**src/verilog/fesp_map.svh**
```systemverilog
// constants of the flash erase host controller
`ifndef FESP_MAP_SVH
`define FESP_MAP_SVH
`define FESP_UNLOCK_ADDR1 18'h05555
`define FESP_UNLOCK_ADDR2 18'h02AAA
`define FESP_UNLOCK_DATA1 8'hAA
`define FESP_UNLOCK_DATA2 8'h55
`define FESP_SETUP_DATA 8'h80
`define FESP_CHIP_ERASE_DATA 8'h10
`define FESP_SECTOR_ERASE_DATA 8'h30
`define FESP_IDENT_DATA 8'h90
`define FESP_RESET_DATA 8'hF0
`define FESP_MAKER_ADDR 18'h00000
`define FESP_PART_ADDR 18'h00001
`define FESP_POLL_BIT 7
`define FESP_TOGGLE_BIT 6
`define FESP_GLITCH_NS 15
`define FESP_CLK_NS 100
// strobe low time: at least the glitch filter, whole cycles, never under one
`define FESP_STROBE_CYC ((`FESP_GLITCH_NS + `FESP_CLK_NS - 1) / `FESP_CLK_NS)
`define FESP_CNT_W 3
`endif

```
**src/verilog/fesp_pkg.sv**
```systemverilog
// types of the flash erase host controller
package fesp_pkg;
  typedef enum logic [1:0] {
    FESP_OP_CHIP = 2'h0,
    FESP_OP_SECTOR = 2'h1,
    FESP_OP_IDENT = 2'h2,
    FESP_OP_RESET = 2'h3
  } fesp_op_t;
  typedef enum logic [1:0] {
    FESP_BUS_IDLE = 2'h0,
    FESP_BUS_SETUP = 2'h1,
    FESP_BUS_STROBE = 2'h3,
    FESP_BUS_HOLD = 2'h2
  } fesp_bus_t;
endpackage : fesp_pkg

```
**src/verilog/fesp_bus_if.sv**
```systemverilog
// bus-cycle request and answer between sequencer and cycle engine
`timescale 1ns/100ps
interface fesp_bus_if;
  logic req;
  logic wr;
  logic [17:0] addr;
  logic [7:0] wdata;
  logic done;
  logic [7:0] rdata;
  modport seq (output req, output wr, output addr, output wdata, input done, input rdata);
  modport eng (input req, input wr, input addr, input wdata, output done, output rdata);
endinterface : fesp_bus_if

```
**src/verilog/fesp_cycle.sv**
```systemverilog
// one flash bus cycle, write or read, on the pins
`timescale 1ns/100ps
`include "fesp_map.svh"
module fesp_cycle
  import fesp_pkg::*;
(
  input wire logic i_clk,
  input wire logic i_rst_n,
  fesp_bus_if.eng bus,
  input wire logic [7:0] i_dq,
  output logic o_ce_n,
  output logic o_we_n,
  output logic o_oe_n,
  output logic [17:0] o_addr,
  output logic [7:0] o_dq,
  output logic o_dq_oe
);
  fesp_bus_t st_q, st_d;
  logic [`FESP_CNT_W-1:0] cnt_q, cnt_d;
  logic wr_q, wr_d;
  logic ce_n_q, ce_n_d, we_n_q, we_n_d, oe_n_q, oe_n_d, dq_oe_q, dq_oe_d, done_q, done_d;
  logic [17:0] addr_q, addr_d;
  logic [7:0] dq_q, dq_d, rd_q, rd_d;

  // next-state of the cycle engine
  always_comb begin
    st_d = st_q;
    cnt_d = cnt_q;
    wr_d = wr_q;
    ce_n_d = ce_n_q;
    we_n_d = we_n_q;
    oe_n_d = oe_n_q;
    dq_oe_d = dq_oe_q;
    addr_d = addr_q;
    dq_d = dq_q;
    rd_d = rd_q;
    done_d = 1'b0;
    unique case (st_q)
      FESP_BUS_IDLE: begin
        if (bus.req) begin
          // address set before either strobe falls, oe high for writes
          st_d = FESP_BUS_SETUP;
          wr_d = bus.wr;
          addr_d = bus.addr;
          dq_d = bus.wdata;
          dq_oe_d = bus.wr;
          oe_n_d = 1'b1;
        end
      end
      FESP_BUS_SETUP: begin
        st_d = FESP_BUS_STROBE;
        ce_n_d = 1'b0;
        we_n_d = !wr_q;
        oe_n_d = wr_q;
        cnt_d = `FESP_CNT_W'(`FESP_STROBE_CYC);
      end
      FESP_BUS_STROBE: begin
        // strobes held low longer than the glitch filter
        if (cnt_q > `FESP_CNT_W'(1)) begin
          cnt_d = cnt_q - `FESP_CNT_W'(1);
        end else begin
          st_d = FESP_BUS_HOLD;
          we_n_d = 1'b1;
          ce_n_d = 1'b1;
          oe_n_d = 1'b1;
          rd_d = i_dq;
        end
      end
      FESP_BUS_HOLD: begin
        // data held one cycle past the rising strobe
        st_d = FESP_BUS_IDLE;
        dq_oe_d = 1'b0;
        done_d = 1'b1;
      end
    endcase
  end

  // register the cycle engine
  always_ff @(posedge i_clk or negedge i_rst_n) begin
    if (!i_rst_n) begin
      st_q <= FESP_BUS_IDLE;
      cnt_q <= '0;
      wr_q <= 1'b0;
      ce_n_q <= 1'b1;
      we_n_q <= 1'b1;
      oe_n_q <= 1'b1;
      dq_oe_q <= 1'b0;
      addr_q <= '0;
      dq_q <= '0;
      rd_q <= '0;
      done_q <= 1'b0;
    end else begin
      st_q <= st_d;
      cnt_q <= cnt_d;
      wr_q <= wr_d;
      ce_n_q <= ce_n_d;
      we_n_q <= we_n_d;
      oe_n_q <= oe_n_d;
      dq_oe_q <= dq_oe_d;
      addr_q <= addr_d;
      dq_q <= dq_d;
      rd_q <= rd_d;
      done_q <= done_d;
    end
  end

  assign o_ce_n = ce_n_q;
  assign o_we_n = we_n_q;
  assign o_oe_n = oe_n_q;
  assign o_addr = addr_q;
  assign o_dq = dq_q;
  assign o_dq_oe = dq_oe_q;
  assign bus.done = done_q;
  assign bus.rdata = rd_q;
endmodule : fesp_cycle

```
**src/verilog/fesp_host.sv**
```systemverilog
// host sequencer for erase, identification and status polling of the flash
`timescale 1ns/100ps
`include "fesp_map.svh"
// Notes on behaviour
// - chip erase is six writes: two unlocks, set-up, two unlocks, command
// - chip erase pairs 5555/AA 2AAA/55 5555/80 5555/AA 2AAA/55 5555/10
// - sector erase is six writes, the sixth carries the sector address
// - sector erase as chip erase, sixth write 30 at a sector address
// - reissue an interrupted erase only after device is back in array read; the host takes a new start whenever idle with supply good, unchecked
// - two unlocks plus identification command enter identification mode
// - host polls the status bit at an address of the operation
// - writes need chip-select and write strobe low, output strobe high
module fesp_host
  import fesp_pkg::*;
(
  input wire logic I_CORE_CLK,
  input wire logic I_RST_N,
  input wire logic I_START,
  input wire fesp_op_t I_OP,
  input wire logic [17:0] I_SECTOR_ADDR,
  input wire logic I_SUPPLY_OK,
  input wire logic [7:0] I_DQ,
  output logic O_BUSY,
  output logic O_DONE,
  output logic O_ERROR,
  output logic [7:0] O_MAKER_CODE,
  output logic [7:0] O_PART_CODE,
  output logic O_CE_N,
  output logic O_WE_N,
  output logic O_OE_N,
  output logic [17:0] O_ADDR,
  output logic [7:0] O_DQ,
  output logic O_DQ_OE
);
  typedef enum logic [2:0] {
    FESP_S_IDLE = 3'h0,
    FESP_S_CMD = 3'h1,
    FESP_S_WAITW = 3'h3,
    FESP_S_POLL = 3'h2,
    FESP_S_WAITR = 3'h6,
    FESP_S_FINAL = 3'h7,
    FESP_S_END = 3'h5
  } fesp_seq_t;

  fesp_bus_if bus ();
  fesp_seq_t st_q, st_d;
  fesp_op_t op_q, op_d;
  logic [2:0] step_q, step_d;
  logic [17:0] sect_q, sect_d;
  logic [1:0] rd_idx_q, rd_idx_d;
  logic have_q, have_d;
  logic last_tog_q, last_tog_d;
  logic fin_q, fin_d;
  logic busy_q, busy_d, done_q, done_d, err_q, err_d;
  logic [7:0] maker_q, maker_d, part_q, part_d;
  logic [17:0] cmd_addr;
  logic [7:0] cmd_data;
  logic [2:0] cmd_len;

  fesp_cycle u_cycle (
    .i_clk(I_CORE_CLK),
    .i_rst_n(I_RST_N),
    .bus(bus.eng),
    .i_dq(I_DQ),
    .o_ce_n(O_CE_N),
    .o_we_n(O_WE_N),
    .o_oe_n(O_OE_N),
    .o_addr(O_ADDR),
    .o_dq(O_DQ),
    .o_dq_oe(O_DQ_OE)
  );

  // command table: address and data of each write of the chosen sequence
  always_comb begin
    cmd_addr = `FESP_UNLOCK_ADDR1;
    cmd_data = `FESP_UNLOCK_DATA1;
    cmd_len = 3'h6;
    if (op_q == FESP_OP_IDENT) begin
      cmd_len = 3'h3;
    end else if (op_q == FESP_OP_RESET) begin
      cmd_len = 3'h1;
    end
    unique case (step_q)
      3'h0: begin
        if (op_q == FESP_OP_RESET) begin
          cmd_data = `FESP_RESET_DATA;
        end
      end
      3'h1, 3'h4: begin
        cmd_addr = `FESP_UNLOCK_ADDR2;
        cmd_data = `FESP_UNLOCK_DATA2;
      end
      3'h2: begin
        cmd_data = (op_q == FESP_OP_IDENT) ? `FESP_IDENT_DATA : `FESP_SETUP_DATA;
      end
      3'h3: begin
        cmd_data = `FESP_UNLOCK_DATA1;
      end
      default: begin
        if (op_q == FESP_OP_SECTOR) begin
          cmd_addr = sect_q;
          cmd_data = `FESP_SECTOR_ERASE_DATA;
        end else begin
          cmd_data = `FESP_CHIP_ERASE_DATA;
        end
      end
    endcase
  end

  // sequencer next state
  always_comb begin
    st_d = st_q;
    op_d = op_q;
    step_d = step_q;
    sect_d = sect_q;
    rd_idx_d = rd_idx_q;
    have_d = have_q;
    last_tog_d = last_tog_q;
    fin_d = fin_q;
    busy_d = busy_q;
    done_d = 1'b0;
    err_d = err_q;
    maker_d = maker_q;
    part_d = part_q;
    bus.req = 1'b0;
    bus.wr = 1'b1;
    bus.addr = cmd_addr;
    bus.wdata = cmd_data;
    unique case (st_q)
      FESP_S_IDLE: begin
        // new work taken only while idle, so an erase is never overlapped
        if (I_START && I_SUPPLY_OK) begin
          st_d = FESP_S_CMD;
          op_d = I_OP;
          sect_d = I_SECTOR_ADDR;
          step_d = 3'h0;
          busy_d = 1'b1;
          err_d = 1'b0;
        end
      end
      FESP_S_CMD: begin
        bus.req = 1'b1;
        st_d = FESP_S_WAITW;
      end
      FESP_S_WAITW: begin
        if (bus.done) begin
          if (!I_SUPPLY_OK) begin
            // supply lost mid-sequence: device has reset, report failure
            st_d = FESP_S_END;
            err_d = 1'b1;
          end else if (step_q == cmd_len - 3'h1) begin
            step_d = 3'h0;
            have_d = 1'b0;
            rd_idx_d = 2'h0;
            st_d = (op_q == FESP_OP_RESET) ? FESP_S_END : FESP_S_POLL;
          end else begin
            step_d = step_q + 3'h1;
            st_d = FESP_S_CMD;
          end
        end
      end
      FESP_S_POLL: begin
        bus.req = 1'b1;
        bus.wr = 1'b0;
        if (op_q == FESP_OP_IDENT) begin
          bus.addr = (rd_idx_q == 2'h0) ? `FESP_MAKER_ADDR : `FESP_PART_ADDR;
        end else begin
          bus.addr = (op_q == FESP_OP_SECTOR) ? sect_q : `FESP_MAKER_ADDR;
        end
        st_d = FESP_S_WAITR;
      end
      FESP_S_WAITR: begin
        if (bus.done) begin
          st_d = FESP_S_POLL;
          if (fin_q) begin
            // the later read is trusted; erase ends with polling bit high
            fin_d = 1'b0;
            err_d = !bus.rdata[`FESP_POLL_BIT];
            st_d = FESP_S_END;
          end else if (op_q == FESP_OP_IDENT) begin
            if (rd_idx_q == 2'h0) begin
              maker_d = bus.rdata;
              rd_idx_d = 2'h1;
            end else begin
              part_d = bus.rdata;
              // leave identification mode by the reset command
              op_d = FESP_OP_RESET;
              st_d = FESP_S_CMD;
            end
          end else if (!I_SUPPLY_OK) begin
            st_d = FESP_S_END;
            err_d = 1'b1;
          end else if (have_q && (bus.rdata[`FESP_TOGGLE_BIT] == last_tog_q)) begin
            // toggle stopped: one more read confirms the polling bit
            st_d = FESP_S_FINAL;
          end else begin
            have_d = 1'b1;
            last_tog_d = bus.rdata[`FESP_TOGGLE_BIT];
          end
        end
      end
      FESP_S_FINAL: begin
        // confirming read requested for one cycle only, so no extra bus cycle follows
        bus.req = 1'b1;
        bus.wr = 1'b0;
        bus.addr = (op_q == FESP_OP_SECTOR) ? sect_q : `FESP_MAKER_ADDR;
        fin_d = 1'b1;
        st_d = FESP_S_WAITR;
      end
      FESP_S_END: begin
        st_d = FESP_S_IDLE;
        busy_d = 1'b0;
        done_d = 1'b1;
      end
      default: begin
        st_d = FESP_S_IDLE;
      end
    endcase
  end

  // register sequencer state
  always_ff @(posedge I_CORE_CLK or negedge I_RST_N) begin
    if (!I_RST_N) begin
      st_q <= FESP_S_IDLE;
      op_q <= FESP_OP_CHIP;
      step_q <= 3'h0;
      sect_q <= '0;
      rd_idx_q <= 2'h0;
      have_q <= 1'b0;
      last_tog_q <= 1'b0;
      fin_q <= 1'b0;
      busy_q <= 1'b0;
      done_q <= 1'b0;
      err_q <= 1'b0;
      maker_q <= 8'h00;
      part_q <= 8'h00;
    end else begin
      st_q <= st_d;
      op_q <= op_d;
      step_q <= step_d;
      sect_q <= sect_d;
      rd_idx_q <= rd_idx_d;
      have_q <= have_d;
      last_tog_q <= last_tog_d;
      fin_q <= fin_d;
      busy_q <= busy_d;
      done_q <= done_d;
      err_q <= err_d;
      maker_q <= maker_d;
      part_q <= part_d;
    end
  end

  assign O_BUSY = busy_q;
  assign O_DONE = done_q;
  assign O_ERROR = err_q;
  assign O_MAKER_CODE = maker_q;
  assign O_PART_CODE = part_q;
endmodule : fesp_host

```
**config.mk**
```make
export PLATFORM = sky130hd
export DESIGN_NAME = fesp_host
export DESIGN_NICKNAME = d
export VERILOG_FILES = /design/src/verilog/fesp_pkg.sv /design/src/verilog/fesp_bus_if.sv /design/src/verilog/fesp_cycle.sv /design/src/verilog/fesp_host.sv
export VERILOG_INCLUDE_DIRS = /design/src /design/src/verilog
export SDC_FILE = /design/constraint.sdc
export NUM_CORES = 1
export LEC_CHECK = 0
export ABC_AREA = 1
export BUFFER_PORTS_ARGS = -buffer_cell sky130_fd_sc_hd__buf_4
export CAP_MARGIN = 40
export CORE_MARGIN = 2
export CORE_UTILIZATION = 45
export DETAILED_ROUTE_END_ITERATION = 12
export HOLD_SLACK_MARGIN = 0.08
export MAX_ROUTING_LAYER = met4
export PLACE_DENSITY = 0.72
export REMOVE_ABC_BUFFERS = 1
export SYNTH_ARGS = -nofsm -noshare
export SYNTH_HDL_FRONTEND = slang
export SYNTH_SLANG_ARGS = --single-unit
```
**constraint.sdc**
```tcl
create_clock -name I_CORE_CLK -period 1.8 [get_ports I_CORE_CLK]
set_clock_uncertainty 0.05 [all_clocks]
set_input_delay 0.09 -clock I_CORE_CLK [delete_from_list [all_inputs] [get_ports I_CORE_CLK]]
set_output_delay 0.09 -clock I_CORE_CLK [all_outputs]
set_load 0.03 [all_outputs]
```
Word level (Yosys, flattened, before mapping)
Index checks and enable logic that the tools add are counted.
Widths: inputs -> output; s select.

cells by class
  add/sub/neg operators = 3
  multipliers = 0
  divide/modulo/power cells = 0
  order comparisons = 1
  equal/unequal tests = 34
  shift-type cells = 0
  muxes and demuxes = 79
  bitwise gates (word level) = 5
  reductions and logical operators = 40

operator list
  operator            count
  $pmux 18 s2         2
  $mux 18             3
  $mux 3              17
  $pmux 8 s4          1
  $mux 2              15
  $mux 1              24
  $ne 2x2->1 const B  12
  $reduce_and 2->1    9
  $pmux 3 s5          1
  $reduce_and 5->1    3
  $reduce_bool 2->1   7
  $eq 3x2->1 const B  4
  $eq 3x3->1 const B  4
  $pmux 1 s2          6
  $pmux 3 s2          2
  $reduce_and 6->1    2
  $reduce_and 9->1    1
  $eq 2x2->1 const B  4
  $pmux 2 s2          2
  $pmux 2 s4          1
  $reduce_and 8->1    1
  $mux 7              1
  $eq 3x1->1 const B  2
  $logic_not 3->1     2
  other kinds (20)    36

storage, ports and cells
  register bits = 95
  latch bits = 0
  RAM bits = 0
  ROM bits = 0
  bits of input ports = 32
  output and inout port bits = 49
  word-level logic and storage cells = 186
  memories kept = 0

Depth between registers and ports, before layout
Gate-level depths: netlist (run 1).

  depth in word-level cells = 9
  gate-level depth with buffers = 10
  depth with buffers taken out = 10

Cells and area by module
From an unflattened synthesis (run 1), not the netlist that was laid out.

second synthesis, totals
  cell total of the unflattened synthesis = 560
  area, all modules = 4638.2 µm²

by module, submodules not included
  module      times used  cells each  area an instance (µm²)
  fesp_host   1           355         2777.7
  fesp_cycle  1           205         1860.5

Worst setup path after synthesis (run 1)
Ideal clock, no wire load.

  path type = reg2reg
  start point = reg step_q[1]
  end point = reg u_cycle.addr_q[10] (netlist: u_cycle.o_addr[10])
  setup time = 117 ps
  arrival time = 1473 ps
  required time = 1633 ps
  slack = 160 ps
  cell stages (with the launch flop) = 10
  period minus slack after synthesis = 1640 ps
  path through = dfrtp_1 > inv_1 > ha_1 > inv_1 > o21ai_0 > inv_1 > nor2_2 > o21ai_0 > nand3_1 > nand2_1

on the way
  longest elaborated chain between the ends = 4
  elaborated cells between the ends (all ways) = 9

ends and longest elaborated chain
  what                                                          line               source
  from (decl)                                                   fesp_host.sv:48    logic [2:0] step_q, step_d;
  from (signal assigned)                                        fesp_host.sv:240   step_q <= step_d;
  $eq 3x2->1 (tied with other cells)                            fesp_host.sv:83    unique case (step_q)
  $reduce_or 3->1 (no line) or $reduce_or 2->1 (tied branches)  n/a
  $pmux 18 s2 *                                                 fesp_host.sv:83
  $pmux 18 s2 *                                                 fesp_host.sv:129   unique case (st_q)
  to (signal assigned)                                          fesp_cycle.sv:100  addr_q <= addr_d;
  to (decl)                                                     fesp_cycle.sv:22   logic [17:0] addr_q, addr_d;

Mark *: on every way between the ends. The rest lies on a longest branch, timed or not.
A chain may end at the register's enable or synchronous reset.

Final worst setup path (run 1)
  start point = reg step_q[1]
  end point = reg u_cycle.addr_q[13] (netlist: u_cycle.o_addr[13])

The elaborated chain is that of the path after synthesis.

==> results.py, run 1 <==
metrics = {
    "floorplan": {
        "core_um2": 9196,
        "die_w_um": 101.4,
        "dieArea_um2": 10270,
        "die_h_um": 101.4,
        "io_pins": 81,
        "start_util_pct": 46.38,
        "num_rows": 35,
    },
    "route": {
        "vias": 3780,
        "postRouteAntennaNets": 0,
        "dr.pass1.iters": 5,
        "drtIter0Drc": 178,
        "wl_per_cell_um": 13.36,
        "route.detailed.drc": 0,
        "routed_wl_um": 10190,
        "viasPerCell": 4.954,
    },
    "clocking": {
        "path_clk_slew_ns": 0.09,
        "clockBufferDepth": 2,
        "root_buffer": "clkbuf_8",
        "numCtsBuffers": 9,
        "cts_tree": "done",
        "clock_sinks": 92,
        "worstSkewPairLatency_ns": 0.36,
        "htreeDepth": 3,
    },
    "power_and_ir_drop": {
        "power.density_nw_per_um2": 1712,
        "seqPwrFrac_pct": 35.8,
        "p_leak_uw": 0.002864,
        "peakVddDrop_mv": 0.8580,
        "clkPwrFrac_pct": 14.4,
        "swShare_pct": 45.17,
        "comb_power_share_pct": 49.9,
        "power.switching_uw": 4356,
        "internal_power_uw": 5288,
    },
    "setup_path": {
        "critPathKind": "reg2reg",
        "r2r_slack_ns": 0.09,
        "critPathLaunchType": "flop",
        "reg2reg_to": "u_cycle.o_addr[13]",
        "worstRegToRegCells": 9,
        "cp.arrival_ns": 1.96,
        "rr_startpoint": "step_q[1]",
        "cp.required_ns": 2.05,
        "crit_path_max_fanout": 5,
        "end_kind": "flop",
    },
    "place": {
        "place_inst": 715,
        "hpwl_um": 7112,
        "io_buffers": 80,
        "gp_congestion": 0.8255,
    },
    "grt": {
        "antenna_found_initial": 0,
        "grt_max_degree": 46,
        "grt_pass1_wl_um": 17110,
        "track_usage_pct": 21.68,
        "grt_pass1_vias": 3674,
        "grt_overflow": 0,
    },
    "sta": {
        "fin_crit_sh_pct": 95.04,
        "setup_viol": 0,
        "hold_viol": 0,
        "clock.fmax_mhz": 584.6,
        "slew_headroom_pct": 60.06,
        "fin_crit_ns": 1.711,
        "rsz0062_at_grt": "true",
        "tightest_slew_ns": 0.5991,
        "maxSlewViolCount": 0,
        "timing.hold.ws_ns": 0.2461,
    },
    "yosys": {
        "synth_top_family_by_area": "simple AND/OR/NAND/NOR gates",
        "ys_types": 30,
        "synth_simple_gate_area_share_pct": 26.22,
        "synthCells": 522,
        "netlist_area_um2": 4265,
        "synth_fa_ha_area_share_pct": 2.053,
        "synth_xor_xnor_area_share_pct": 0.2053,
        "yosysWarnings": 0,
        "synth_compound_area_share_pct": 11.15,
        "synthMuxAreaShare_pct": 0,
        "postSynthAreaPerCell_um2": 8.171,
        "ys_ff_latch": 92,
        "ys_seq_area_share_pct": 54.06,
    },
    "status": {
        "outcome": "finished clean",
    },
    "hold_path": {
        "worstHoldPathType": "in2async",
    },
    "cells_and_area": {
        "final_nets": 686,
        "antennaDiodeCount": 0,
        "drive_gt1_share_pct": 22.55,
        "fin_cells": 763,
        "syn_to_final_growth_pct": 32.06,
    },
    "run": {
        "max-cap-violations": 0,
    },
}
worst max-delay path: stages (launching register included):
cell and delay (ns):
dfrtp_1 0.45, ha_2 0.19, ha_1 0.18, inv_1 0.06
nand2_1 0.09, nor2_4 0.12, nor2_4 0.07, nor2_4 0.20
nand2_1 0.10, a21oi_2 0.13
cells by family after synthesis:
kind of cell	Yosys count
buffers and inverters	65
DFF	92
and+or+nand+nor	265
AOI/OAI and AO/OA	92
xor gates and xnor gates	1
adders and majority gates	7
cell type report:
| cell class | count | area [um2] |
|---|---|---|
| clock buffer | 11 | 131.4 |
| clock inverter | 5 | 61.31 |
| fill | 824 | 3563 |
| inverter | 52 | 197.7 |
| multi-input combinational | 367 | 1747 |
| sequential | 92 | 2306 |
| tap | 111 | 138.9 |
| timing repair buffer | 125 | 1051 |
cells in the final DEF (no fill, tap or decap), drive strengths merged:
cell type / n
xnor2: 1
nand4: 3
dfstp: 3
bufinv: 1
a21o: 1
o21bai: 1
ha: 7
nor2: 55
nor3: 1
clkinvlp: 3
nand2: 179
inv: 53
buf: 95
clkbuf: 11
a21oi: 22
nand3: 27
o21ai: 63
nand3b: 1
o31ai: 1
o211ai: 1
o21a: 1
dlygate4sd3: 30
o22ai: 2
and3: 1
dfrtp: 89
metrics by stage:
step                setup slack [ns]  util [%]  setup TNS (ns)  cell area, um2  total power (uW)
floorplan                     0.1450         -               0            4194              6441
CTS                          0.05793     60.64               0            5577              9559
detailed placement           0.02152     55.28               0            5084              8103
global route                -0.01885     61.25        -0.04955            5633             10460
global placement             0.09072     55.28               0            5084              7990
finish                       0.08931     61.25               0            5633              9644
flip-flops by register name (all words and copies together) (netlist names), 3 cells and up:
signal / flops
st_q: 3
step_q: 3
u_cycle.bus.rdata: 8
u_cycle.o_dq: 6
sect_q: 18
u_cycle.o_addr: 18
u_cycle.cnt_q: 3
O_MAKER_CODE: 8
O_PART_CODE: 8
worst max path at each step:
| stage | from | to | cells past startpoint |
|---|---|---|---|
| 2_1_floorplan | st_q[2] | sect_q[0] | 8 |
| 5_1_grt | step_q[1] | u_cycle.o_addr[7] | 9 |
| 6_report | step_q[1] | u_cycle.o_addr[13] | 9 |
| 4_1_cts | step_q[1] | u_cycle.o_addr[16] | 10 |
| 3_5_place_dp | step_q[1] | u_cycle.o_addr[4] | 10 |
| 3_3_place_gp | step_q[1] | u_cycle.o_addr[12] | 10 |
synth_stat cells:
cell type	number	area, um2
a21o_1	1	7.510
a21oi_1	22	110.1
and3_1	1	6.260
buf_2	9	45.04
buf_4	3	22.52
clkbuf_1	1	3.750
dfrtp_1	89	2227
dfstp_2	3	78.83
ha_1	7	87.58
inv_1	48	180.2
inv_2	3	11.26
inv_4	1	6.260
nand2_1	173	649.4
nand2_2	5	31.28
nand2_4	1	11.26
nand3_1	27	135.1
nand3b_1	1	7.510
nand4_1	3	18.77
nor2_1	41	153.9
nor2_2	7	43.79
nor2_4	5	56.30
nor3_1	1	5.000
o211ai_1	1	7.510
o21a_1	1	7.510
o21ai_0	55	275.3
o21ai_1	8	40.04
o21bai_1	1	7.510
o22ai_1	2	12.51
o31ai_1	1	7.510
xnor2_1	1	8.760
routing by layer:
metal / vias to the layer above / global-route usage (%) / part of all wire (%)
met4: 0 / 7.692 / 2.2
met5: - / - / 0
met3: 21 / 4.003 / 3.6
li1: 1914 / - / -
met1: 1776 / 27.53 / 45
met2: 69 / 34.95 / 49
power groups by stage:
stage	sequential (uW)	clock (uW)	combinational, uW
CTS	3450	1420	4690
floorplan	4160	0	2280
global placement	3450	0	4540
global route	3550	1520	5400
detailed placement	3480	0	4620
finish	3450	1380	4810
what timing repair did:
action / 4_1_cts / 5_1_grt
endpoints found under the setup margin: 8 / 26
gates cloned: 0 / 2
setup buffers: 0 / 0
pin swaps: 0 / 5
hold endpoints to repair: 71 / 0
resized for setup: 1 / 16
hold buffers: 30 / 0
Power figures use the tool's default switching activity.
==> inputs of run 2 (changes only) <==
--- a/config.mk
+++ b/config.mk
@@ -9,12 +9,14 @@
 export ABC_AREA = 1
 export BUFFER_PORTS_ARGS = -buffer_cell sky130_fd_sc_hd__buf_4
 export CAP_MARGIN = 40
+export CELL_PAD_IN_SITES_DETAIL_PLACEMENT = 1
+export CELL_PAD_IN_SITES_GLOBAL_PLACEMENT = 2
 export CORE_MARGIN = 2
-export CORE_UTILIZATION = 45
+export CORE_UTILIZATION = 32
 export DETAILED_ROUTE_END_ITERATION = 12
 export HOLD_SLACK_MARGIN = 0.08
 export MAX_ROUTING_LAYER = met4
-export PLACE_DENSITY = 0.72
+export PLACE_DENSITY = 0.84
 export REMOVE_ABC_BUFFERS = 1
 export SYNTH_ARGS = -nofsm -noshare
 export SYNTH_HDL_FRONTEND = slang
==> constraint.sdc (replaced) <==
create_clock -name I_CORE_CLK -period 1.8 [get_ports I_CORE_CLK]
set_clock_uncertainty 0.05 [all_clocks]
set_input_delay 0.36 -clock I_CORE_CLK [delete_from_list [all_inputs] [get_ports I_CORE_CLK]]
set_output_delay 0.36 -clock I_CORE_CLK [all_outputs]
set_load 0.03 [all_outputs]
==> results.py, run 2 (synthesis results as in run 1) <==
metrics = {
    "run": {
        "max-cap-violations": 0,
    },
    "setup_path": {
        "crit_top_cell": "nor2_4",
        "cpMaxStageDelayCell": "dfrtp_2",
        "path_cells": "ha_4, ha_2, inv_2, nand2_2, nor2_4, nor2_4, nor2_2, nand2_1, a21oi_1",
        "cpPeakStageDelay_ns": 0.46,
        "r2r_slack_ns": 0.12,
        "cp.required_ns": 2.02,
        "critPathLaunchType": "flop",
        "end_kind": "flop",
        "cp.arrival_ns": 1.90,
        "crit_path_max_fanout": 5,
        "critPathKind": "reg2reg",
    },
    "route": {
        "drtIter0Drc": 166,
        "vias": 3791,
        "viasPerCell": 4.733,
        "dr.pass1.iters": 4,
        "postRouteAntennaNets": 0,
        "routed_wl_um": 11740,
        "wl_per_cell_um": 14.65,
        "route.detailed.drc": 0,
    },
    "floorplan": {
        "die_w_um": 119.5,
        "dieArea_um2": 14270,
        "core_um2": 13140,
        "num_rows": 42,
        "start_util_pct": 32.47,
        "io_pins": 81,
        "die_h_um": 119.5,
    },
    "clocking": {
        "htreeDepth": 3,
        "clock_sinks": 92,
        "worstSkewPairLatency_ns": 0.35,
        "clockBufferDepth": 2,
        "cts_tree": "done",
        "numCtsBuffers": 9,
        "path_clk_slew_ns": 0.07,
        "root_buffer": "clkbuf_16",
    },
    "grt": {
        "use_met1_pct": 20.59,
        "grt_pass1_wl_um": 19560,
        "grt_pass1_vias": 4001,
        "met3_usage_pct": 2.538,
        "grt_overflow": 0,
        "grt_max_degree": 35,
        "antenna_found_initial": 0,
        "track_usage_pct": 17.68,
        "use_met2_pct": 30.61,
        "grt-busiest-layer": "met2",
    },
    "power_and_ir_drop": {
        "internal_power_uw": 5772,
        "p_leak_uw": 0.002850,
        "clkPwrFrac_pct": 18.7,
        "power.switching_uw": 4594,
        "seqPwrFrac_pct": 33.7,
        "comb_power_share_pct": 47.6,
        "swShare_pct": 44.32,
        "power.density_nw_per_um2": 1842,
        "peakVddDrop_mv": 0.5909,
    },
    "sta": {
        "hold_viol": 0,
        "setup_viol": 0,
        "clock.fmax_mhz": 595.1,
        "rsz0062_at_grt": "true",
        "fin_crit_ns": 1.680,
        "fin_crit_sh_pct": 93.35,
        "maxSlewViolCount": 0,
        "tightest_slew_ns": 0.4817,
        "worst_slack_ns": 0.1196,
        "slew_headroom_pct": 67.89,
    },
    "status": {
        "outcome": "finished clean",
    },
    "cells_and_area": {
        "postLayoutCellArea_um2": 5628,
        "final_common_cell": "nand2_1",
        "syn_to_final_growth_pct": 31.94,
        "antennaDiodeCount": 0,
        "most-common-layout-cells": "nand2_1 (171), buf_4 (91), dfrtp_1 (86)",
        "final_nets": 659,
        "drive_gt1_share_pct": 25.12,
    },
    "place": {
        "place_area_um2": 5170,
        "gp_congestion": 0.8203,
        "pre_cts_slack_ns": -0.02628,
        "hpwl_um": 8590,
        "io_buffers": 80,
    },
    "hold_path": {
        "worstHoldPathType": "in2reg",
    },
}
==> run 2: cell types whose count changed in the layout (fill, tap and decap cells not counted), sizes merged <==
| cell | previous run | this run |
|---|---|---|
| inv | 53 | 52 |
| buf | 95 | 97 |
| clkinv | 0 | 2 |
| dlygate4sd3 | 30 | 1 |
| clkinvlp | 3 | 2 |
==> run 2: cell type report <==
cell class	count	area, um2
fillers	1618	7510
flip-flops and latches	92	2310
clock inverters	5	60.06
inverters	52	206.4
well taps	176	220.2
multi-input cells	367	1775
clock buffers	11	242.7
repair buffers	98	813.3
==> run 2: path summary, 6_finish.rpt <==
kind,from,endpoint,cells after the start
worst min register to register,have_q,have_q,2
worst max-delay path,step_q[0],u_cycle.o_addr[5],9
worst max register to register,step_q[0],u_cycle.o_addr[5],9
min in group asynchronous,I_RST_N,O_PART_CODE[0],2
max in group asynchronous,I_RST_N,u_cycle.o_oe_n,3
worst min-delay path,I_SECTOR_ADDR[9],sect_q[9],3
==> run 2: worst max-delay path, delay by kind of cell (launching register included) <==
family	cells	cell delay, ns
simple gates	5	0.57
flops	1	0.46
fa+ha+maj	2	0.34
compound gates	1	0.13
buf+inv	1	0.05
==> run 2: power by group through the flow <==
stage,sequential [uW],combinational (uW),clock [uW]
2_1_floorplan,4160,2280,0
3_3_place_gp,3480,4620,0
3_5_place_dp,3520,4770,0
4_1_cts,3490,4800,1990
5_1_grt,3600,5520,2080
6_report,3500,4930,1940
==> run 2: per-layer routing <==
| metal | share of wire (%) | vias up |
|---|---|---|
| met2 | 52 | 48 |
| li1 | - | 1856 |
| met1 | 44 | 1872 |
| met3 | 2.4 | 15 |
| met4 | 1.7 | 0 |
| met5 | 0 | - |
==> run 2: timing repair <==
action | CTS | global route
pin swaps | 0 | 9
cloned | 0 | 2
endpoints found under the setup margin | 18 | 51
setup buffers | 0 | 3
resized for setup | 3 | 30
hold buffers | 1 | 0
endpoints found under the hold margin | 32 | 0
==> run 2: metrics by stage <==
stage          TNS (ns)  instances  hold WS, ns  total power [uW]  util, %
6_report              0        801       0.1614             10370    42.84
5_1_grt        -0.01282        801       0.1643             11210    42.84
4_1_cts               0        796       0.1529             10280    41.75
3_5_place_dp    -0.1263        779       0.3017              8299    39.35
3_3_place_gp          0        779       0.3035              8104    39.35
2_1_floorplan         0        509      0.01441              6441        -
==> inputs of run 3 (changes only) <==
==> constraint.sdc (replaced) <==
create_clock -name I_CORE_CLK -period 1.7 [get_ports I_CORE_CLK]
set_clock_uncertainty 0.05 [all_clocks]
set_input_delay 0.34 -clock I_CORE_CLK [delete_from_list [all_inputs] [get_ports I_CORE_CLK]]
set_output_delay 0.34 -clock I_CORE_CLK [all_outputs]
set_load 0.03 [all_outputs]
==> results.py, run 3 (synthesis results as in run 1) <==
metrics = {
    "grt": {
        "track_usage_pct": 18.52,
        "grt_pass1_vias": 4129,
        "grt_overflow": 0,
        "grt_pass1_wl_um": 20440,
        "antenna_found_initial": 0,
        "grt_max_degree": 35,
    },
    "power_and_ir_drop": {
        "peakVddDrop_mv": 0.5970,
        "swShare_pct": 43.29,
        "internal_power_uw": 6665,
        "seqPwrFrac_pct": 31.5,
        "power.density_nw_per_um2": 1985,
        "comb_power_share_pct": 48.9,
        "power.switching_uw": 5087,
        "p_leak_uw": 0.003035,
        "clkPwrFrac_pct": 19.7,
    },
    "clocking": {
        "cts_tree": "done",
        "path_clk_slew_ns": 0.07,
        "clockBufferDepth": 2,
        "numCtsBuffers": 9,
        "clock_sinks": 92,
        "root_buffer": "clkbuf_16",
        "htreeDepth": 3,
        "worstSkewPairLatency_ns": 0.35,
    },
    "sta": {
        "fin_crit_sh_pct": 100.4,
        "hold_viol": 0,
        "tightest_slew_ns": 0.4853,
        "finalSetupTns_ns": -0.01075,
        "worst_slack_ns": -0.007553,
        "timing.hold.ws_ns": 0.1404,
        "fin_crit_ns": 1.708,
        "rsz0062_at_grt": "true",
        "maxSlewViolCount": 0,
        "clock.fmax_mhz": 585.6,
        "slew_headroom_pct": 67.65,
        "setup_viol": 2,
    },
    "floorplan": {
        "io_pins": 81,
        "die_w_um": 119.5,
        "core_um2": 13140,
        "num_rows": 42,
        "start_util_pct": 32.47,
        "die_h_um": 119.5,
        "dieArea_um2": 14270,
    },
    "setup_path": {
        "crit_path_max_fanout": 6,
        "critPathLaunchType": "flop",
        "cp.required_ns": 1.88,
        "cp.arrival_ns": 1.89,
        "end_kind": "flop",
        "critPathKind": "reg2reg",
    },
    "cells_and_area": {
        "syn_to_final_growth_pct": 38.78,
        "most-common-layout-cells": "nand2_1 (166), buf_4 (112), dfrtp_1 (88)",
        "antennaDiodeCount": 0,
        "drive_gt1_share_pct": 30.09,
        "final_common_cell": "nand2_1",
        "final_nets": 682,
    },
    "route": {
        "viasPerCell": 4.740,
        "dr.pass1.iters": 4,
        "route.detailed.drc": 0,
        "postRouteAntennaNets": 0,
        "routed_wl_um": 12500,
        "wl_per_cell_um": 15.17,
        "vias": 3906,
        "drtIter0Drc": 163,
    },
    "place": {
        "gp_congestion": 0.8276,
        "hpwl_um": 8741,
        "io_buffers": 80,
    },
    "status": {
        "outcome": "finished, violations left",
        "violations": "negative setup slack",
    },
    "run": {
        "max-cap-violations": 0,
    },
    "hold_path": {
        "worstHoldPathType": "in2reg",
    },
}
[run 3: changes by cell type in the layout (fill, tap and decap cells not counted), moves of 3 or more]
cell     change
a21oi_1      -5
buf_4       +21
a21oi_2      +5
inv_2        +3
nor2_1       -3
nand2_1      -5
nand2_4      +4
[run 3: power by group through the flow]
stage | sequential [uW] | clock [uW] | combinational [uW]
global placement | 3660 | 0 | 5140
floorplan | 4410 | 0 | 2410
detailed placement | 3700 | 0 | 5290
global route | 3820 | 2450 | 6370
CTS | 3670 | 2360 | 5580
finish | 3700 | 2310 | 5740
[run 3: layer usage]
metal	part of all wire (%)	global-route usage, %	vias to the layer above
met5	0	-	-
met4	1.5	5.662	0
met3	2.3	3.496	12
met2	53	31.75	43
met1	43	22.14	1946
li1	-	-	1905
[run 3: path summary, 6_finish.rpt]
kind | startpoint | end | slack (ns) | cells after the start
setup / recovery | st_q[0] | u_cycle.o_addr[3] | -0.008 | 8
hold / removal | I_SECTOR_ADDR[9] | sect_q[9] | 0.14 | 3
setup reg to reg | st_q[0] | u_cycle.o_addr[3] | -0.008 | 8
hold reg to reg | sect_q[13] | sect_q[13] | 0.42 | 2
max in group asynchronous | I_RST_N | O_DONE | 0.62 | 3
min in group asynchronous | I_RST_N | O_MAKER_CODE[0] | 0.45 | 2
[run 3: cell type report]
type | instances | area (um2)
clock inverters | 4 | 78.83
repair buffers | 122 | 1008
flip-flops and latches | 92 | 2307
well taps | 176 | 220.2
multi-input cells | 366 | 1837
fillers | 1596 | 7218
clock buffers | 12 | 266.5
inverters | 52 | 201.4
[run 3: stage by stage]
stage / util, % / area (um2) / std cells / total power [uW] / worst slack (ns)
after CTS: 44.16 / 5802 / 819 / 11610 / -0.02980
after global routing: 45.06 / 5919 / 824 / 12640 / -0.09011
after detailed placement: 40.36 / 5303 / 795 / 8987 / -0.1277
final: 45.06 / 5919 / 824 / 11750 / -0.007553
after floorplan: - / 4194 / 509 / 6820 / 0.04502
after global placement: 40.36 / 5303 / 795 / 8801 / -0.01183
[run 3: critical path: stages (launching register included)]
cell and delay (ns):
dfrtp_2 0.46, inv_1 0.13, nand2_1 0.14, nand2_1 0.10, o21ai_2 0.06, nand2_2 0.10, nand2_4 0.11, nor2_2 0.30
a21oi_1 0.12
[run 3: what timing repair did]
item                       4_1_cts  5_1_grt
gates cloned                     2        0
pin swaps                        4       14
resized for setup               17       36
hold buffers                     1        0
hold endpoints to repair        28        0
setup endpoints to repair       36       67
setup buffers                    5        7
